<file path="config.mk">
export PLATFORM = sky130hd
export DESIGN_NAME = fan_pwm_supervisor
export DESIGN_NICKNAME = d
export VERILOG_FILES = /design/src/verilog/fan_pwm_pkg.sv /design/src/verilog/pwm_timebase_if.sv /design/src/verilog/fan_pwm_supervisor.sv /design/src/verilog/pwm_timebase.sv
export SDC_FILE = /design/constraint.sdc
export NUM_CORES = 1
export LEC_CHECK = 0
export BUFFER_PORTS_ARGS = -buffer_cell sky130_fd_sc_hd__clkbuf_2
export CORE_AREA = 3 3 127 129
export CTS_BUF_LIST = sky130_fd_sc_hd__clkbuf_4
export CTS_CLUSTER_SIZE = 28
export DETAILED_ROUTE_END_ITERATION = 6
export DIE_AREA = 0 0 130 132
export GPL_ROUTABILITY_DRIVEN = 1
export GPL_TIMING_DRIVEN = 0
export PLACE_DENSITY_LB_ADDON = 0.08
export SLEW_MARGIN = 10
export SYNTH_ARGS = -nofsm -noshare
export SYNTH_HDL_FRONTEND = slang
export SYNTH_SLANG_ARGS = --single-unit
export TNS_END_PERCENT = 5
</file>
<file path="constraint.sdc">
create_clock -name hclk -period 8.4 [get_ports hclk]
set_input_delay 2.1 -clock hclk [delete_from_list [all_inputs] [get_ports hclk]]
set_output_delay 2.1 -clock hclk [all_outputs]
set_load 0.005 [all_outputs]
</file>
<file path="src/verilog/fan_pwm_pkg.sv">
/*
 fan_pwm_pkg: constants, register map and state encoding for the fan pwm supervisor.
 assumes a single 250 MHz clock; all analog comparisons arrive as clean bits.
*/
package fan_pwm_pkg;
	// timing base
	localparam int unsigned CLK_HZ          = 250_000_000;
	localparam int unsigned PWM_HZ          = 30;
	localparam int unsigned RAMP_STEPS      = 255;
	localparam int unsigned STEP_DIV_CYCLES = CLK_HZ / (PWM_HZ * RAMP_STEPS);
	localparam int unsigned BLANK_US        = 10;
	localparam int unsigned BLANK_CYCLES    = (BLANK_US * (CLK_HZ / 1_000_000) > 0) ?
	                                          BLANK_US * (CLK_HZ / 1_000_000) : 1;
	// period counts of the supervision timers
	localparam logic [5:0] STARTUP_PERIODS = 6'h20;
	localparam logic [5:0] DIAG_PERIODS    = 6'h03;
	localparam logic [5:0] MISSING_PERIODS = 6'h20;
	// duty and ramp
	localparam int unsigned DUTY_W    = 8;
	localparam logic [7:0]  RAMP_LAST = 8'hFE;
	localparam logic [7:0]  DUTY_FULL = 8'hFF;
	// register map (byte addresses)
	localparam logic [11:0] CFG_OFFSET    = 12'h000;
	localparam logic [11:0] STATUS_OFFSET = 12'h004;
	localparam logic [11:0] DUTY_OFFSET   = 12'h008;
	localparam logic [15:0] CFG_RESET     = 16'(STEP_DIV_CYCLES);
	// status fields
	localparam int unsigned ST_DRIVE_BIT = 0;
	localparam int unsigned ST_ALARM_BIT = 1;
	localparam int unsigned ST_FAULT_BIT = 2;
	localparam int unsigned ST_SHDN_BIT  = 3;
	localparam int unsigned ST_AUTO_BIT  = 4;
	localparam int unsigned ST_RUN_BIT   = 5;
	localparam int unsigned ST_CNT_POS   = 8;
	localparam int unsigned ST_STATE_POS = 16;

	typedef enum logic [2:0] {
		SHUTDOWN,
		AUTO_OFF,
		STARTUP,
		RUNNING,
		DIAG,
		RETRY,
		FAULT_LATCH
	} sup_state_type;
endpackage : fan_pwm_pkg

</file>
<file path="src/verilog/pwm_timebase_if.sv">
/*
 pwm_timebase_if: carries the ramp and period tick between the supervisor and its timebase.
 assumes both ends run on the same clock.
*/
interface pwm_timebase_if;
	logic [15:0] step_div;
	logic        restart;
	logic [7:0]  ramp;
	logic        period_start;

	modport sup (output step_div, output restart, input ramp, input period_start);
	modport tb  (input step_div, input restart, output ramp, output period_start);
endinterface : pwm_timebase_if

</file>
<file path="src/verilog/fan_pwm_supervisor.sv">
/*
 fan_pwm_supervisor: fan pwm drive with start-up, diagnostic and missing-pulse supervision,
 shutdown and auto-shutdown handling, alarm output and an ahb-lite register slave.
 assumes comparator bits and the duty code are synchronous to hclk; the fan pulse is not.
*/
// The placing of the registers and the AHB-Lite slave port were decided locally.
// Operation
// (RQ1) fan start from off drives output on for 32 full pwm periods; here a seen fan pulse ends start-up early
// (RQ2) start-up timer counts pwm periods, not independent clock
// (RQ3) fan fault runs diagnostic once, then start-up, then latches shutdown
// (RQ4) duty rises linearly with control code, 0% to 100%
// (RQ5) drive on while ramp is below control threshold each period
// (RQ6) control at or below shutdown level enters shutdown, stopping everything
// (RQ7) alarm stays inactive in shutdown
// (RQ8) shutdown left only when control reaches release level
// (RQ9) control at or below auto-shutdown threshold switches fan off
// (RQ10) auto-shutdown left only above threshold plus hysteresis
// (RQ11) any fault pulls the active-low alarm low
// (RQ12) fan-fault alarm latches shutdown until shutdown input or power cycle
// (RQ13) alarm asserted at full duty while fan keeps running
// (RQ14) over-temperature alarm releases once duty drops below full
// (RQ15) fan drive is active high
// (RQ16) system picks ramp timing for roughly 30 Hz pwm
// (RQ17) thirty-two periods without fan pulse report a fan fault
// (RQ18) diagnostic holds drive high for three periods watching for pulses
// (RQ19) fan pulses right after drive turn-on are blanked
// (RQ20) alarm stays inactive in auto-shutdown
// (RQ21) comparisons arrive as bits, control level as a duty code
// (RQ22) fan pulse synchronised, edge-detected, resets missing-pulse count
// (RQ23) entering shutdown clears timers and latched fault
module fan_pwm_supervisor
	import fan_pwm_pkg::*;
#(
	parameter logic [15:0] STEP_DIV = CFG_RESET
)
(
	input  wire logic        hclk,
	input  wire logic        hresetn,
	input  wire logic        hsel,
	input  wire logic [31:0] haddr,
	input  wire logic [1:0]  htrans,
	input  wire logic        hwrite,
	input  wire logic [2:0]  hsize,
	input  wire logic [31:0] hwdata,
	input  wire logic        hready,
	output logic             hreadyout,
	output logic [31:0]      hrdata,
	output logic             hresp,
	input  wire logic [7:0]  temp_control_input,
	input  wire logic        shutdown_level_hit,
	input  wire logic        release_level_hit,
	input  wire logic        autoshutdown_hit,
	input  wire logic        autoshutdown_restart_hit,
	input  wire logic        full_duty_hit,
	input  wire logic        fan_pulse_in,
	output logic             fan_drive_output,
	input  wire logic        alarm_n_in,
	output logic             alarm_n_out,
	output logic             alarm_n_oe
);
	pwm_timebase_if tbus ();

	pwm_timebase u_timebase (
		.hclk    (hclk),
		.hresetn (hresetn),
		.tb      (tbus.tb)
	);

	sup_state_type state_ff;
	sup_state_type nxt_state;
	logic [5:0]    cnt_ff;
	logic [5:0]    nxt_cnt;
	logic [7:0]    duty_ff;
	logic [7:0]    nxt_duty;
	logic          drive_ff;
	logic          nxt_drive;
	logic          alarm_ff;
	logic          nxt_alarm;
	logic          restart;
	logic          active;
	logic          sense_meta_ff;
	logic          sense_sync_ff;
	logic          sense_last_ff;
	logic [11:0]   blank_ff;
	logic [11:0]   nxt_blank;
	logic          pulse_seen;
	logic [15:0]   div_ff;
	logic [15:0]   nxt_div;
	logic          wr_pend_ff;
	logic          nxt_wr_pend;
	logic [11:0]   wr_addr_ff;
	logic [11:0]   nxt_wr_addr;
	logic [31:0]   rdata_ff;
	logic [31:0]   nxt_rdata;
	logic          addr_phase;
	logic          ready_ff;

	function automatic logic [31:0] read_reg(input logic [11:0] addr);
		logic [31:0] v;
		v = 32'h0000_0000;
		case (addr)
			CFG_OFFSET:
				v[15:0] = div_ff;
			STATUS_OFFSET:
			begin
				v[ST_DRIVE_BIT] = drive_ff;
				v[ST_ALARM_BIT] = alarm_ff;
				v[ST_FAULT_BIT] = (state_ff == FAULT_LATCH);
				v[ST_SHDN_BIT]  = (state_ff == SHUTDOWN);
				v[ST_AUTO_BIT]  = (state_ff == AUTO_OFF);
				v[ST_RUN_BIT]   = (state_ff == RUNNING);
				v[ST_CNT_POS +: 6]   = cnt_ff;
				v[ST_STATE_POS +: 3] = state_ff;
			end
			DUTY_OFFSET:
				v[7:0] = duty_ff;
			default:
				v = 32'h0000_0000;
		endcase
		return v;
	endfunction : read_reg

	// ahb-lite slave: zero wait states, always okay; unmapped reads return zero
	assign addr_phase = hsel && hready && htrans[1];

	always_comb
	begin
		nxt_wr_pend = 1'b0;
		nxt_wr_addr = wr_addr_ff;
		nxt_rdata   = rdata_ff;
		nxt_div     = div_ff;
		if (wr_pend_ff && wr_addr_ff == CFG_OFFSET)
			nxt_div = hwdata[15:0];
		if (addr_phase)
		begin
			nxt_wr_pend = hwrite;
			nxt_wr_addr = {haddr[11:2], 2'b00};
			if (!hwrite)
				nxt_rdata = read_reg({haddr[11:2], 2'b00});
		end
	end

	always_ff @(posedge hclk or negedge hresetn)
	begin
		if (!hresetn)
		begin
			wr_pend_ff <= 1'b0;
			wr_addr_ff <= 12'h000;
			rdata_ff   <= 32'h0000_0000;
			div_ff     <= STEP_DIV;
			ready_ff   <= 1'b0;
		end
		else
		begin
			wr_pend_ff <= nxt_wr_pend;
			wr_addr_ff <= nxt_wr_addr;
			rdata_ff   <= nxt_rdata;
			div_ff     <= nxt_div;
			ready_ff   <= 1'b1;
		end
	end

	// the parameter only sets the reset divider, so a read of cfg shows what the ramp uses
	assign tbus.step_div = div_ff;
	assign hrdata        = rdata_ff;
	assign hreadyout     = ready_ff;
	assign hresp         = 1'b0;

	// fan pulse: two-stage synchroniser, then edge detect on the settled stage
	assign pulse_seen = sense_sync_ff && !sense_last_ff && (blank_ff == 12'h000); // see (RQ19)

	always_comb
	begin
		nxt_blank = (blank_ff != 12'h000) ? blank_ff - 12'h001 : 12'h000;
		if (nxt_drive && !drive_ff)
			nxt_blank = 12'(BLANK_CYCLES); // see (RQ19)
	end

	always_ff @(posedge hclk or negedge hresetn)
	begin
		if (!hresetn)
		begin
			sense_meta_ff <= 1'b0;
			sense_sync_ff <= 1'b0;
			sense_last_ff <= 1'b0;
			blank_ff      <= 12'h000;
		end
		else
		begin
			sense_meta_ff <= fan_pulse_in; // see (RQ22)
			sense_sync_ff <= sense_meta_ff;
			sense_last_ff <= sense_sync_ff;
			blank_ff      <= nxt_blank;
		end
	end

	// supervision sequencer; start-up, diagnostic and retry timers count whole pwm periods from a restarted ramp
	assign active = (state_ff == STARTUP) || (state_ff == RUNNING) ||
	                (state_ff == DIAG) || (state_ff == RETRY);

	always_comb
	begin
		nxt_state = state_ff;
		nxt_cnt   = cnt_ff;
		restart   = 1'b0;
		nxt_duty  = tbus.period_start ? temp_control_input : duty_ff; // see (RQ21)
		if (shutdown_level_hit)
		begin
			nxt_state = SHUTDOWN; // see (RQ6) (RQ23)
			nxt_cnt   = 6'h00;
		end
		else
		begin
			case (state_ff)
				SHUTDOWN:
					if (release_level_hit) // see (RQ8)
					begin
						if (autoshutdown_restart_hit && !autoshutdown_hit)
						begin
							nxt_state = STARTUP; // see (RQ1)
							restart   = 1'b1;
						end
						else
							nxt_state = AUTO_OFF;
					end
				AUTO_OFF:
					if (autoshutdown_restart_hit && !autoshutdown_hit) // see (RQ10)
					begin
						nxt_state = STARTUP; // see (RQ1)
						nxt_cnt   = 6'h00;
						restart   = 1'b1;
					end
				FAULT_LATCH:
					nxt_state = FAULT_LATCH; // see (RQ12)
				default:
				begin
					if (autoshutdown_hit)
					begin
						nxt_state = AUTO_OFF; // see (RQ9)
						nxt_cnt   = 6'h00;
					end
					else if (pulse_seen)
					begin
						nxt_state = RUNNING; // see (RQ22)
						nxt_cnt   = 6'h00;
					end
					else if (tbus.period_start)
					begin
						nxt_cnt = cnt_ff + 6'h01; // see (RQ2)
						if (state_ff == RUNNING && nxt_cnt == MISSING_PERIODS)
						begin
							nxt_state = DIAG; // see (RQ17) (RQ3)
							nxt_cnt   = 6'h00;
							restart   = 1'b1;
						end
						else if (state_ff == DIAG && nxt_cnt == DIAG_PERIODS)
						begin
							nxt_state = RETRY; // see (RQ3)
							nxt_cnt   = 6'h00;
							restart   = 1'b1;
						end
						else if (state_ff == STARTUP && nxt_cnt == STARTUP_PERIODS)
						begin
							nxt_state = RUNNING; // see (RQ1)
							nxt_cnt   = 6'h00;
						end
						else if (state_ff == RETRY && nxt_cnt == STARTUP_PERIODS)
						begin
							nxt_state = FAULT_LATCH; // see (RQ3) (RQ12)
							nxt_cnt   = 6'h00;
						end
					end
				end
			endcase
		end
		if (restart)
			nxt_duty = temp_control_input;
		nxt_drive = 1'b0;
		case (nxt_state)
			STARTUP,
			DIAG,
			RETRY:
				nxt_drive = 1'b1; // see (RQ1) (RQ18) (RQ15)
			RUNNING:
				nxt_drive = (duty_ff == DUTY_FULL) || (tbus.ramp < duty_ff); // see (RQ4) (RQ5)
			default:
				nxt_drive = 1'b0;
		endcase
		// over-temperature warning is live only while the fan runs, and never latches
		nxt_alarm = (nxt_state == FAULT_LATCH) ||
		            (active && (nxt_state != AUTO_OFF) && (nxt_state != SHUTDOWN) &&
		             full_duty_hit); // see (RQ11) (RQ13) (RQ14) (RQ7) (RQ20)
	end

	assign tbus.restart = restart;

	always_ff @(posedge hclk or negedge hresetn)
	begin
		if (!hresetn)
		begin
			state_ff <= SHUTDOWN;
			cnt_ff   <= 6'h00;
			duty_ff  <= 8'h00;
			drive_ff <= 1'b0;
			alarm_ff <= 1'b0;
		end
		else
		begin
			state_ff <= nxt_state;
			cnt_ff   <= nxt_cnt;
			duty_ff  <= nxt_duty;
			drive_ff <= nxt_drive;
			alarm_ff <= nxt_alarm;
		end
	end

	// open-drain alarm: only ever pulls low
	assign fan_drive_output = drive_ff;
	assign alarm_n_out      = 1'b0;
	assign alarm_n_oe       = alarm_ff;

	a_shdn_entry: assert property (@(posedge hclk) disable iff (!hresetn) // see (RQ6)
		shutdown_level_hit |=> state_ff == SHUTDOWN && !drive_ff)
		else $error("shutdown level did not stop the fan");
	a_shdn_alarm_off: assert property (@(posedge hclk) disable iff (!hresetn) // see (RQ7)
		shutdown_level_hit |=> !alarm_n_oe)
		else $error("alarm active in shutdown");
	a_shdn_hold: assert property (@(posedge hclk) disable iff (!hresetn) // see (RQ8)
		state_ff == SHUTDOWN && !release_level_hit |=> state_ff == SHUTDOWN)
		else $error("left shutdown below release level");
	a_auto_entry: assert property (@(posedge hclk) disable iff (!hresetn) // see (RQ9)
		active && autoshutdown_hit && !shutdown_level_hit |=> state_ff == AUTO_OFF && !drive_ff)
		else $error("auto-shutdown did not stop the fan");
	a_auto_alarm_off: assert property (@(posedge hclk) disable iff (!hresetn) // see (RQ20)
		state_ff == AUTO_OFF ##1 state_ff == AUTO_OFF |-> !alarm_n_oe)
		else $error("alarm active in auto-shutdown");
	a_auto_hold: assert property (@(posedge hclk) disable iff (!hresetn) // see (RQ10)
		state_ff == AUTO_OFF && !autoshutdown_restart_hit |=> state_ff != STARTUP)
		else $error("restart below auto-shutdown hysteresis");
	a_startup_len: assert property (@(posedge hclk) disable iff (!hresetn) // see (RQ1)
		state_ff == STARTUP && cnt_ff < 6'h1F && !pulse_seen && !autoshutdown_hit &&
		!shutdown_level_hit |=> state_ff == STARTUP && drive_ff)
		else $error("start-up left early");
	a_startup_drive: assert property (@(posedge hclk) disable iff (!hresetn) // see (RQ18)
		(state_ff == DIAG || state_ff == STARTUP) ##1 (state_ff == DIAG || state_ff == STARTUP)
		|-> drive_ff)
		else $error("drive not held high in timed state");
	a_miss_timeout: assert property (@(posedge hclk) disable iff (!hresetn) // see (RQ17)
		state_ff == RUNNING && cnt_ff == 6'h1F && tbus.period_start && !pulse_seen &&
		!autoshutdown_hit && !shutdown_level_hit |=> state_ff == DIAG)
		else $error("missing-pulse timeout not taken");
	a_fault_latch: assert property (@(posedge hclk) disable iff (!hresetn) // see (RQ12)
		state_ff == FAULT_LATCH && !shutdown_level_hit |=> state_ff == FAULT_LATCH && alarm_n_oe
		&& !drive_ff)
		else $error("fan fault latch released");
	a_otemp_alarm: assert property (@(posedge hclk) disable iff (!hresetn) // see (RQ13)
		state_ff == RUNNING && full_duty_hit && !autoshutdown_hit && !shutdown_level_hit
		|=> alarm_n_oe)
		else $error("over-temperature alarm missing");
	a_otemp_release: assert property (@(posedge hclk) disable iff (!hresetn) // see (RQ14)
		state_ff == RUNNING && !full_duty_hit |=> !alarm_n_oe)
		else $error("over-temperature alarm latched");
	a_pwm_compare: assert property (@(posedge hclk) disable iff (!hresetn) // see (RQ5)
		state_ff == RUNNING ##1 state_ff == RUNNING |-> drive_ff ==
		($past(duty_ff) == DUTY_FULL || $past(tbus.ramp) < $past(duty_ff)))
		else $error("pwm compare mismatch");
endmodule : fan_pwm_supervisor

</file>
<file path="src/verilog/pwm_timebase.sv">
/*
 pwm_timebase: prescaler and ramp counter of the pwm; one ramp sweep is one pwm period.
 assumes step_div is stable between writes; a zero divider behaves as one.
*/
module pwm_timebase
	import fan_pwm_pkg::*;
(
	input wire logic hclk,
	input wire logic hresetn,
	pwm_timebase_if.tb tb
);
	logic [15:0] pre_ff;
	logic [15:0] nxt_pre;
	logic [7:0]  ramp_ff;
	logic [7:0]  nxt_ramp;
	logic        tick_ff;
	logic        nxt_tick;

	always_comb
	begin
		nxt_pre  = pre_ff + 16'h0001;
		nxt_ramp = ramp_ff;
		nxt_tick = 1'b0;
		if (tb.restart)
		begin
			nxt_pre  = 16'h0000;
			nxt_ramp = 8'h00;
		end
		else if (pre_ff + 16'h0001 >= tb.step_div)
		begin
			nxt_pre = 16'h0000;
			if (ramp_ff >= RAMP_LAST)
			begin
				nxt_ramp = 8'h00;
				nxt_tick = 1'b1;
			end
			else
				nxt_ramp = ramp_ff + 8'h01;
		end
	end

	always_ff @(posedge hclk or negedge hresetn)
	begin
		if (!hresetn)
		begin
			pre_ff  <= 16'h0000;
			ramp_ff <= 8'h00;
			tick_ff <= 1'b0;
		end
		else
		begin
			pre_ff  <= nxt_pre;
			ramp_ff <= nxt_ramp;
			tick_ff <= nxt_tick;
		end
	end

	assign tb.ramp         = ramp_ff;
	assign tb.period_start = tick_ff;

	a_ramp_bound: assert property (@(posedge hclk) disable iff (!hresetn)
		ramp_ff <= RAMP_LAST) else $error("ramp ran past its last step"); // see (RQ5)
endmodule : pwm_timebase

</file>
==> flow_metrics.env, run 1 <==
export IMPL_root_buffer="clkbuf_4"
export IMPL_numPortBuffers=65
export IMPL_globalplace_congestion=0.8377
export IMPL_ys_warn_count=0
export IMPL_synth_seq_area_share=0.4476
export IMPL_grt_antenna_before_repair=1
export IMPL_synth_area_sq_mm=0.005959
export IMPL_cp_max_fo=10
export IMPL_worst_pin_slew_ns=0.8135
export IMPL_grt_pass1_vias=4464
export IMPL_postCtsHoldBufs=0
export IMPL_die_height_um=132
export IMPL_synth_top_family_by_area="simple AND/OR/NAND/NOR gates"
export IMPL_rr_worst_depth=14
export IMPL_synthAdderAreaFrac=0.06299
export IMPL_finalSetupViolCount=0
export IMPL_min_delay_start="sense_meta_ff$_DFF_PN0_"
export IMPL_status="complete, no violations"
export IMPL_start_util=0.3935
export IMPL_fin_tns_setup_ns=0
export IMPL_synthCells=591
export IMPL_p_total_uw=1188
export IMPL_place_hpwl_um=10960
export IMPL_cts_inserted_buffers=9
export IMPL_yosysTopAreaCell="dfrtp_1"
export IMPL_synth_area_leaders="dfrtp_1 39%, ha_1 6.3%, dfstp_2 5.3%, mux2_2 4.9%, nand2_1 3.0%"
export IMPL_period_share=0.4505
export IMPL_worstSetupEndpointType="flip-flop"
export IMPL_cellPowerDensity_mw_per_mm2=175.6
export IMPL_required_ns=8.77
export IMPL_grt_start_max_net_pins=83
export IMPL_synth_top_cell_area_share=0.3947
export IMPL_cts_resized=0
export IMPL_layout_min_cycle_time_ns=3.785
export IMPL_rrSetupSlack_ns=4.62
export IMPL_grt_pass1_wl_um=23380
export IMPL_grt_use_total=0.1742
export IMPL_drv_cap=0
export IMPL_crit_type="flip-flop to flip-flop"
export IMPL_rows=45
export IMPL_path_clk_slew_ns=0.15
export IMPL_coreArea_sq_mm=0.01515
export IMPL_hold_path_endpoint="sense_sync_ff$_DFF_PN0_"
export IMPL_synthToLayoutAreaGrowth_pct=13.46
export IMPL_pre_cts_ws_ns=4.257
export IMPL_synth_compound_area_share=0.1348
export IMPL_h_tree_depth=3
export IMPL_gr_usage_met2=0.2493
export IMPL_final_core_utilization=0.4464
export IMPL_synth_xor_area_frac=0.03086
export IMPL_vias=4643
export IMPL_dieArea_sq_mm=0.01716
export IMPL_grt_met3_usage=0.05065
export IMPL_drt_pass1_iter_count=5
export IMPL_drtIter0Drc=321
export IMPL_yosys_area_share_simple=0.1787
export IMPL_async_reset_ff_frac=1.000
export IMPL_fin_worst_skew_ns=0.01779
export IMPL_vdd_ir_drop_max_uv=85.85
export IMPL_synth_seq_cells=106
export IMPL_worstReg2RegStart="u_timebase.pre_ff[2]$_DFF_PN0_"
export IMPL_worst_slack_ns=4.615
export IMPL_drc_errors=0
export IMPL_finalHoldViolCount=0
export IMPL_post_cts_buffers=0
export IMPL_critPathArrivalTime_ns=4.15
export IMPL_cts_tree="built"
export IMPL_start_kind="flip-flop"
export IMPL_nets=801
export IMPL_rsz0062_at_grt="false"
export IMPL_dpl_cell_area_sq_mm=0.006609
export IMPL_vias_per_cell=5.306
export IMPL_yosys_cell_count_top_type="dfrtp_1"
export IMPL_slew_violations=0
export IMPL_fmax_mhz=264.2
export IMPL_drt_wirelength_per_cell_um=16.37
export IMPL_wirelength_um=14330
export IMPL_die_w_um=130
export IMPL_yosys_most_used_dff="dfrtp_1"
export IMPL_hold_class="flip-flop to flip-flop"
export IMPL_clk_latency_ns=0.48
export IMPL_slew_headroom=0.4527
export IMPL_clock_sinks=106
export IMPL_grt_overflow_total=0
export IMPL_synth_edf_count=0
export IMPL_fin_area_sq_mm=0.006761
export IMPL_final_layout_size_suffix_gt1_frac=0.2274
export IMPL_power_leakage_uw=0.003229
export IMPL_use_met1=0.2555
export IMPL_min_path_cells=0
export IMPL_cts_buffer_depth=2
export IMPL_synth_area_mux_share=0.08440
export IMPL_r2r_end="u_timebase.tb.ramp[5]$_DFFE_PN0P_"
export IMPL_synth_common_cells="94 x dfrtp_1, 47 x nand2_1, 38 x inv_1, 30 x ha_1, 30 x nor2_1"
export IMPL_pin_count=126
export IMPL_ant_nets=0
export IMPL_avgSynthCellArea_sq_um=10.08
export IMPL_grt_busiest_layer="met1"
export IMPL_synth_distinct_cells=63
==> placed cells by master, fill, tap and decap left out, drive strengths merged, types with 3 or more instances in the layout <==
| cell type | netlist | final |
|---|---|---|
| nor2b | 18 | 18 |
| nand2b | 3 | 3 |
| or4 | 4 | 4 |
| o21ai | 32 | 32 |
| xor2 | 10 | 10 |
| and2 | 6 | 6 |
| nand3 | 17 | 17 |
| dfstp | 12 | 12 |
| o2111a | 3 | 3 |
| xnor2 | 11 | 11 |
| nand2 | 47 | 47 |
| a221oi | 3 | 3 |
| or3 | 10 | 10 |
| inv | 38 | 38 |
| conb | 2 | 16 |
| dfrtp | 94 | 94 |
| o41ai | 3 | 3 |
| mux2i | 12 | 12 |
| nor3 | 14 | 14 |
| nor2 | 31 | 31 |
| nand4 | 7 | 7 |
| a21oi | 24 | 24 |
| o2111ai | 3 | 3 |
| or2 | 3 | 3 |
| clkbuf | 12 | 88 |
| a2111oi | 3 | 3 |
| and3 | 12 | 12 |
| o221a | 5 | 5 |
| a211oi | 3 | 3 |
| o211ai | 5 | 5 |
| mux2 | 34 | 34 |
| ha | 30 | 30 |
| a21o | 12 | 12 |
| buf | 24 | 25 |
| o31ai | 7 | 7 |
| nor4 | 11 | 11 |
| nor4b | 4 | 4 |
==> state kept, by name, summed over array words and instances (netlist names), 3 cells and up <==
name,flops
hrdata,19
div_ff,16
u_timebase.pre_ff,16
blank_ff,12
wr_addr_ff,10
duty_ff,8
u_timebase.tb.ramp,8
cnt_ff,6
state_ff,3
==> worst max-delay path, cell delays in order, from the launching register on <==
cell and delay [ns]:
dfrtp_1 0.40, and2_1 0.19, and4_1 0.22, nand3_1 0.15, nor3b_1 0.42, and3_1 0.23, xor2_1 0.20, ha_1 0.27
a21o_1 0.16, a21o_1 0.17, a21oi_1 0.22, and2_1 0.28, clkbuf_1 0.36, nor3_1 0.12, o221a_2 0.29
==> per-layer routing <==
layer | vias to the layer above | routed length [um]
li1 | 2270 | -
met1 | 2235 | 7013
met2 | 120 | 6311
met3 | 18 | 746
met4 | 0 | 256
met5 | - | 0
==> final cells by class <==
type	count	area (sq um)
flip-flops and latches	106	2668
multi-input cells	425	2990
repair buffers	66	361.6
well taps	188	235.2
plain buffers	36	211.5
diodes	1	2.502
fillers	1500	8384
inverters	38	142.6
clock inverters	4	67.56
clock buffers	11	82.58
==> how the worst max path moves through the flow <==
stage | to | slack, ns | depth (start not counted) | start
3_5_place_dp | hrdata[6]$_DFFE_PN0P_ | 4.26 | 6 | haddr[9]
3_3_place_gp | u_timebase.tb.ramp[3]$_DFFE_PN0P_ | 3.68 | 1 | hresetn
4_1_cts | u_timebase.tb.ramp[5]$_DFFE_PN0P_ | 4.62 | 14 | u_timebase.pre_ff[2]$_DFF_PN0_
5_1_grt | u_timebase.tb.ramp[5]$_DFFE_PN0P_ | 4.27 | 14 | u_timebase.pre_ff[2]$_DFF_PN0_
6_report | u_timebase.tb.ramp[5]$_DFFE_PN0P_ | 4.62 | 14 | u_timebase.pre_ff[2]$_DFF_PN0_
2_1_floorplan | blank_ff[8]$_DFF_PN0_ | 4.56 | 7 | release_level_hit
==> where the power goes <==
group | internal (uW) | leakage, uW | switching [uW] | total [uW]
combinational | 129 | 0.00182 | 126 | 255
clock | 124 | 0.0000820 | 165 | 289
sequential | 580 | 0.00133 | 64.1 | 644
==> stage by stage <==
| step | cells | hold slack, ns |
|---|---|---|
| after floorplan | 605 | 0.3312 |
| after global placement | 858 | 0.3346 |
| after detailed placement | 859 | 0.3427 |
| after CTS | 874 | 0.3771 |
| after global routing | 875 | 0.3919 |
| final | 875 | 0.3738 |
==> logic make-up (layout without fill, tap and decap cells) <==
family	Yosys count	count (layout)
buffers and inverters	74	155
and+or+nand+nor	198	198
xor gates and xnor gates	21	21
DFF	106	106
other	2	17
AOI/OAI and AO/OA	114	114
adders and majority gates	30	30
muxes	46	46
No activity file was read; power rests on OpenSTA's default activity.
==> inputs of run 2 (changes only) <==
clock period = 3.9 ns   (was 8.4 ns; I/O delays follow)
==> run 2 against run 1 <==
- die area did not move
- sequential share of layout area barely moved
- final area rose by 0.11%
- global-route usage did not move
- total power rose by 120%
- critical path depth did not move
- combinational power rose by 120%
- wire length barely moved
- utilization barely moved
- fmax rose by 7.7%
- first-iteration DRC count rose by 3.4%
- clock power rose by 120%
- critical path type unchanged
- critical endpoint unchanged
- highest routed layer unchanged
==> flow_metrics.env, run 2 (same netlist as run 1, synthesis figures left out) <==
export IMPL_vias=4619
export IMPL_cellPowerDensity_mw_per_mm2=378.2
export IMPL_cp_cell_sequence="and2_1, and4_1, nand3_1, nor3b_2, and3_1, xor2_1, ha_1, a21o_1, a21o_1, a21oi_1, o2111a_1, or2_2, clkbuf_1, o221a_2"
export IMPL_period_share=0.9014
export IMPL_drt_pass1_iter_count=4
export IMPL_dieArea_sq_mm=0.01716
export IMPL_ant_nets=0
export IMPL_drc_errors=0
export IMPL_cp_max_fo=7
export IMPL_p_sw_uw=765.1
export IMPL_slew_violations=0
export IMPL_fin_tns_setup_ns=0
export IMPL_final_cell_mix="94 x dfrtp_1, 66 x clkbuf_2, 47 x nand2_1, 38 x inv_1"
export IMPL_numPortBuffers=65
export IMPL_coreArea_sq_mm=0.01515
export IMPL_seq_power_share=0.542
export IMPL_h_tree_depth=3
export IMPL_drv_cap=0
export IMPL_drtIter0Drc=332
export IMPL_root_buffer="clkbuf_4"
export IMPL_slowest_delay_ns=0.41
export IMPL_pwr_share_clk=0.244
export IMPL_status="complete, no violations"
export IMPL_die_height_um=132
export IMPL_postCtsHoldBufs=0
export IMPL_wirelength_um=14330
export IMPL_cts_tree="built"
export IMPL_clk_latency_ns=0.48
export IMPL_power_frac_comb=0.214
export IMPL_path_clk_slew_ns=0.16
export IMPL_hold_class="primary input to async pin"
export IMPL_final_layout_size_suffix_gt1_frac=0.2318
export IMPL_grt_overflow_total=0
export IMPL_rows=45
export IMPL_grt_use_total=0.1742
export IMPL_cts_buffer_depth=2
export IMPL_post_cts_buffers=0
export IMPL_cpMaxStageDelayCell="dfrtp_1"
export IMPL_layout_min_cycle_time_ns=3.516
export IMPL_synthToLayoutAreaGrowth_pct=13.58
export IMPL_worstSetupEndpointType="flip-flop"
export IMPL_start_kind="flip-flop"
export IMPL_grt_pass1_vias=4464
export IMPL_fin_worst_skew_ns=0.01878
export IMPL_nets=801
export IMPL_required_ns=4.32
export IMPL_fmax_mhz=284.5
export IMPL_timing_hold_ws_ns=0.3510
export IMPL_pin_count=126
export IMPL_die_w_um=130
export IMPL_globalplace_congestion=0.8377
export IMPL_layout_commonest_cell="dfrtp_1"
export IMPL_start_util=0.3935
export IMPL_grt_antenna_before_repair=1
export IMPL_finalHoldViolCount=0
export IMPL_cp_common_cell="a21o_1"
export IMPL_grt_pass1_wl_um=23380
export IMPL_drt_wirelength_per_cell_um=16.38
export IMPL_grt_start_max_net_pins=83
export IMPL_power_leakage_uw=0.003234
export IMPL_fillCellCount=1498
export IMPL_place_hpwl_um=10960
export IMPL_internal_power_uw=1795
export IMPL_crit_type="flip-flop to flip-flop"
export IMPL_clock_sinks=106
export IMPL_finalSetupViolCount=0
export IMPL_vdd_ir_drop_max_uv=184.6
export IMPL_cts_inserted_buffers=9
export IMPL_slew_headroom=0.4532
export IMPL_rsz0062_at_grt="false"
export IMPL_vias_per_cell=5.279
export IMPL_critPathArrivalTime_ns=3.93
export IMPL_netSwitchingFraction=0.2989
export IMPL_largest_reg_flops=19
export IMPL_worst_pin_slew_ns=0.8127
[run 2: cell counts in the layout (fill, tap and decap cells not counted)]
Identical to the previous run, type by type.
[run 2: worst max-delay path: cells and delay by family (launching register included)]
| kind | cells | cell delay [ns] |
|---|---|---|
| DFF | 1 | 0.41 |
| buffers and inverters | 1 | 0.29 |
| AOI/OAI and AO/OA | 5 | 1.11 |
| and+or+nand+nor | 6 | 1.19 |
| xor gates and xnor gates | 1 | 0.19 |
| adders and majority gates | 1 | 0.27 |
[run 2: power groups by stage]
stage | Combinational [uW] | Clock (uW) | Sequential [uW]
global route | 631 | 701 | 1410
global placement | 531 | 0 | 1400
CTS | 555 | 654 | 1390
detailed placement | 548 | 0 | 1410
floorplan | 409 | 0 | 1360
finish | 549 | 624 | 1390
[run 2: worst paths after layout]
check	start	to	slack [ns]	depth (start not counted)
max in group asynchronous	hresetn	div_ff[0]$_DFFE_PN1P_	2.84	2
min in group hclk	sense_meta_ff$_DFF_PN0_	sense_sync_ff$_DFF_PN0_	0.37	0
min	hresetn	blank_ff[6]$_DFF_PN0_	0.35	1
max	u_timebase.pre_ff[2]$_DFF_PN0_	u_timebase.tb.ramp[5]$_DFFE_PN0P_	0.38	14
min reg2reg	sense_meta_ff$_DFF_PN0_	sense_sync_ff$_DFF_PN0_	0.37	0
max reg2reg	u_timebase.pre_ff[2]$_DFF_PN0_	u_timebase.tb.ramp[5]$_DFFE_PN0P_	0.38	14
[run 2: repair_timing]
| item | CTS | global route |
|---|---|---|
| endpoints found under the setup margin | 0 | 20 |
| resized for setup | 0 | 5 |
| hold endpoints to repair | 0 | 0 |
[run 2: layout make-up]
| class | count | area [sq um] | area share |
|---|---|---|---|
| plain buffers | 36 | 214.0 | 0.03161 |
| well taps | 188 | 235.2 | 0.03475 |
| flip-flops and latches | 106 | 2668 | 0.3941 |
| clock buffers | 11 | 82.58 | 0.01220 |
| clock inverters | 4 | 67.56 | 0.009982 |
| inverters | 38 | 142.6 | 0.02107 |
| multi-input cells | 425 | 2995 | 0.4425 |
| repair buffers | 66 | 361.6 | 0.05342 |
| diodes | 1 | 2.502 | 0.0003697 |
[run 2: layer usage]
| layer | vias up | track usage | wire, um |
|---|---|---|---|
| li1 | 2268 | - | - |
| met4 | 0 | 0.05081 | 256 |
| met5 | - | 0 | 0 |
| met3 | 18 | 0.05065 | 775 |
| met1 | 2220 | 0.2555 | 6972 |
| met2 | 113 | 0.2493 | 6327 |
[run 2: per-stage QoR]
stage,cell area [sq um],cells,total power [uW],util,worst slack [ns]
final,6769,875,2560,0.4469,0.3845
after global routing,6769,875,2737,0.4469,0.0004423
after CTS,6759,874,2595,0.4463,0.1213
after detailed placement,6609,859,1955,0.4363,0.1670
after global placement,6573,858,1936,0.4340,0.2273
after floorplan,6012,605,1767,-,0.7471
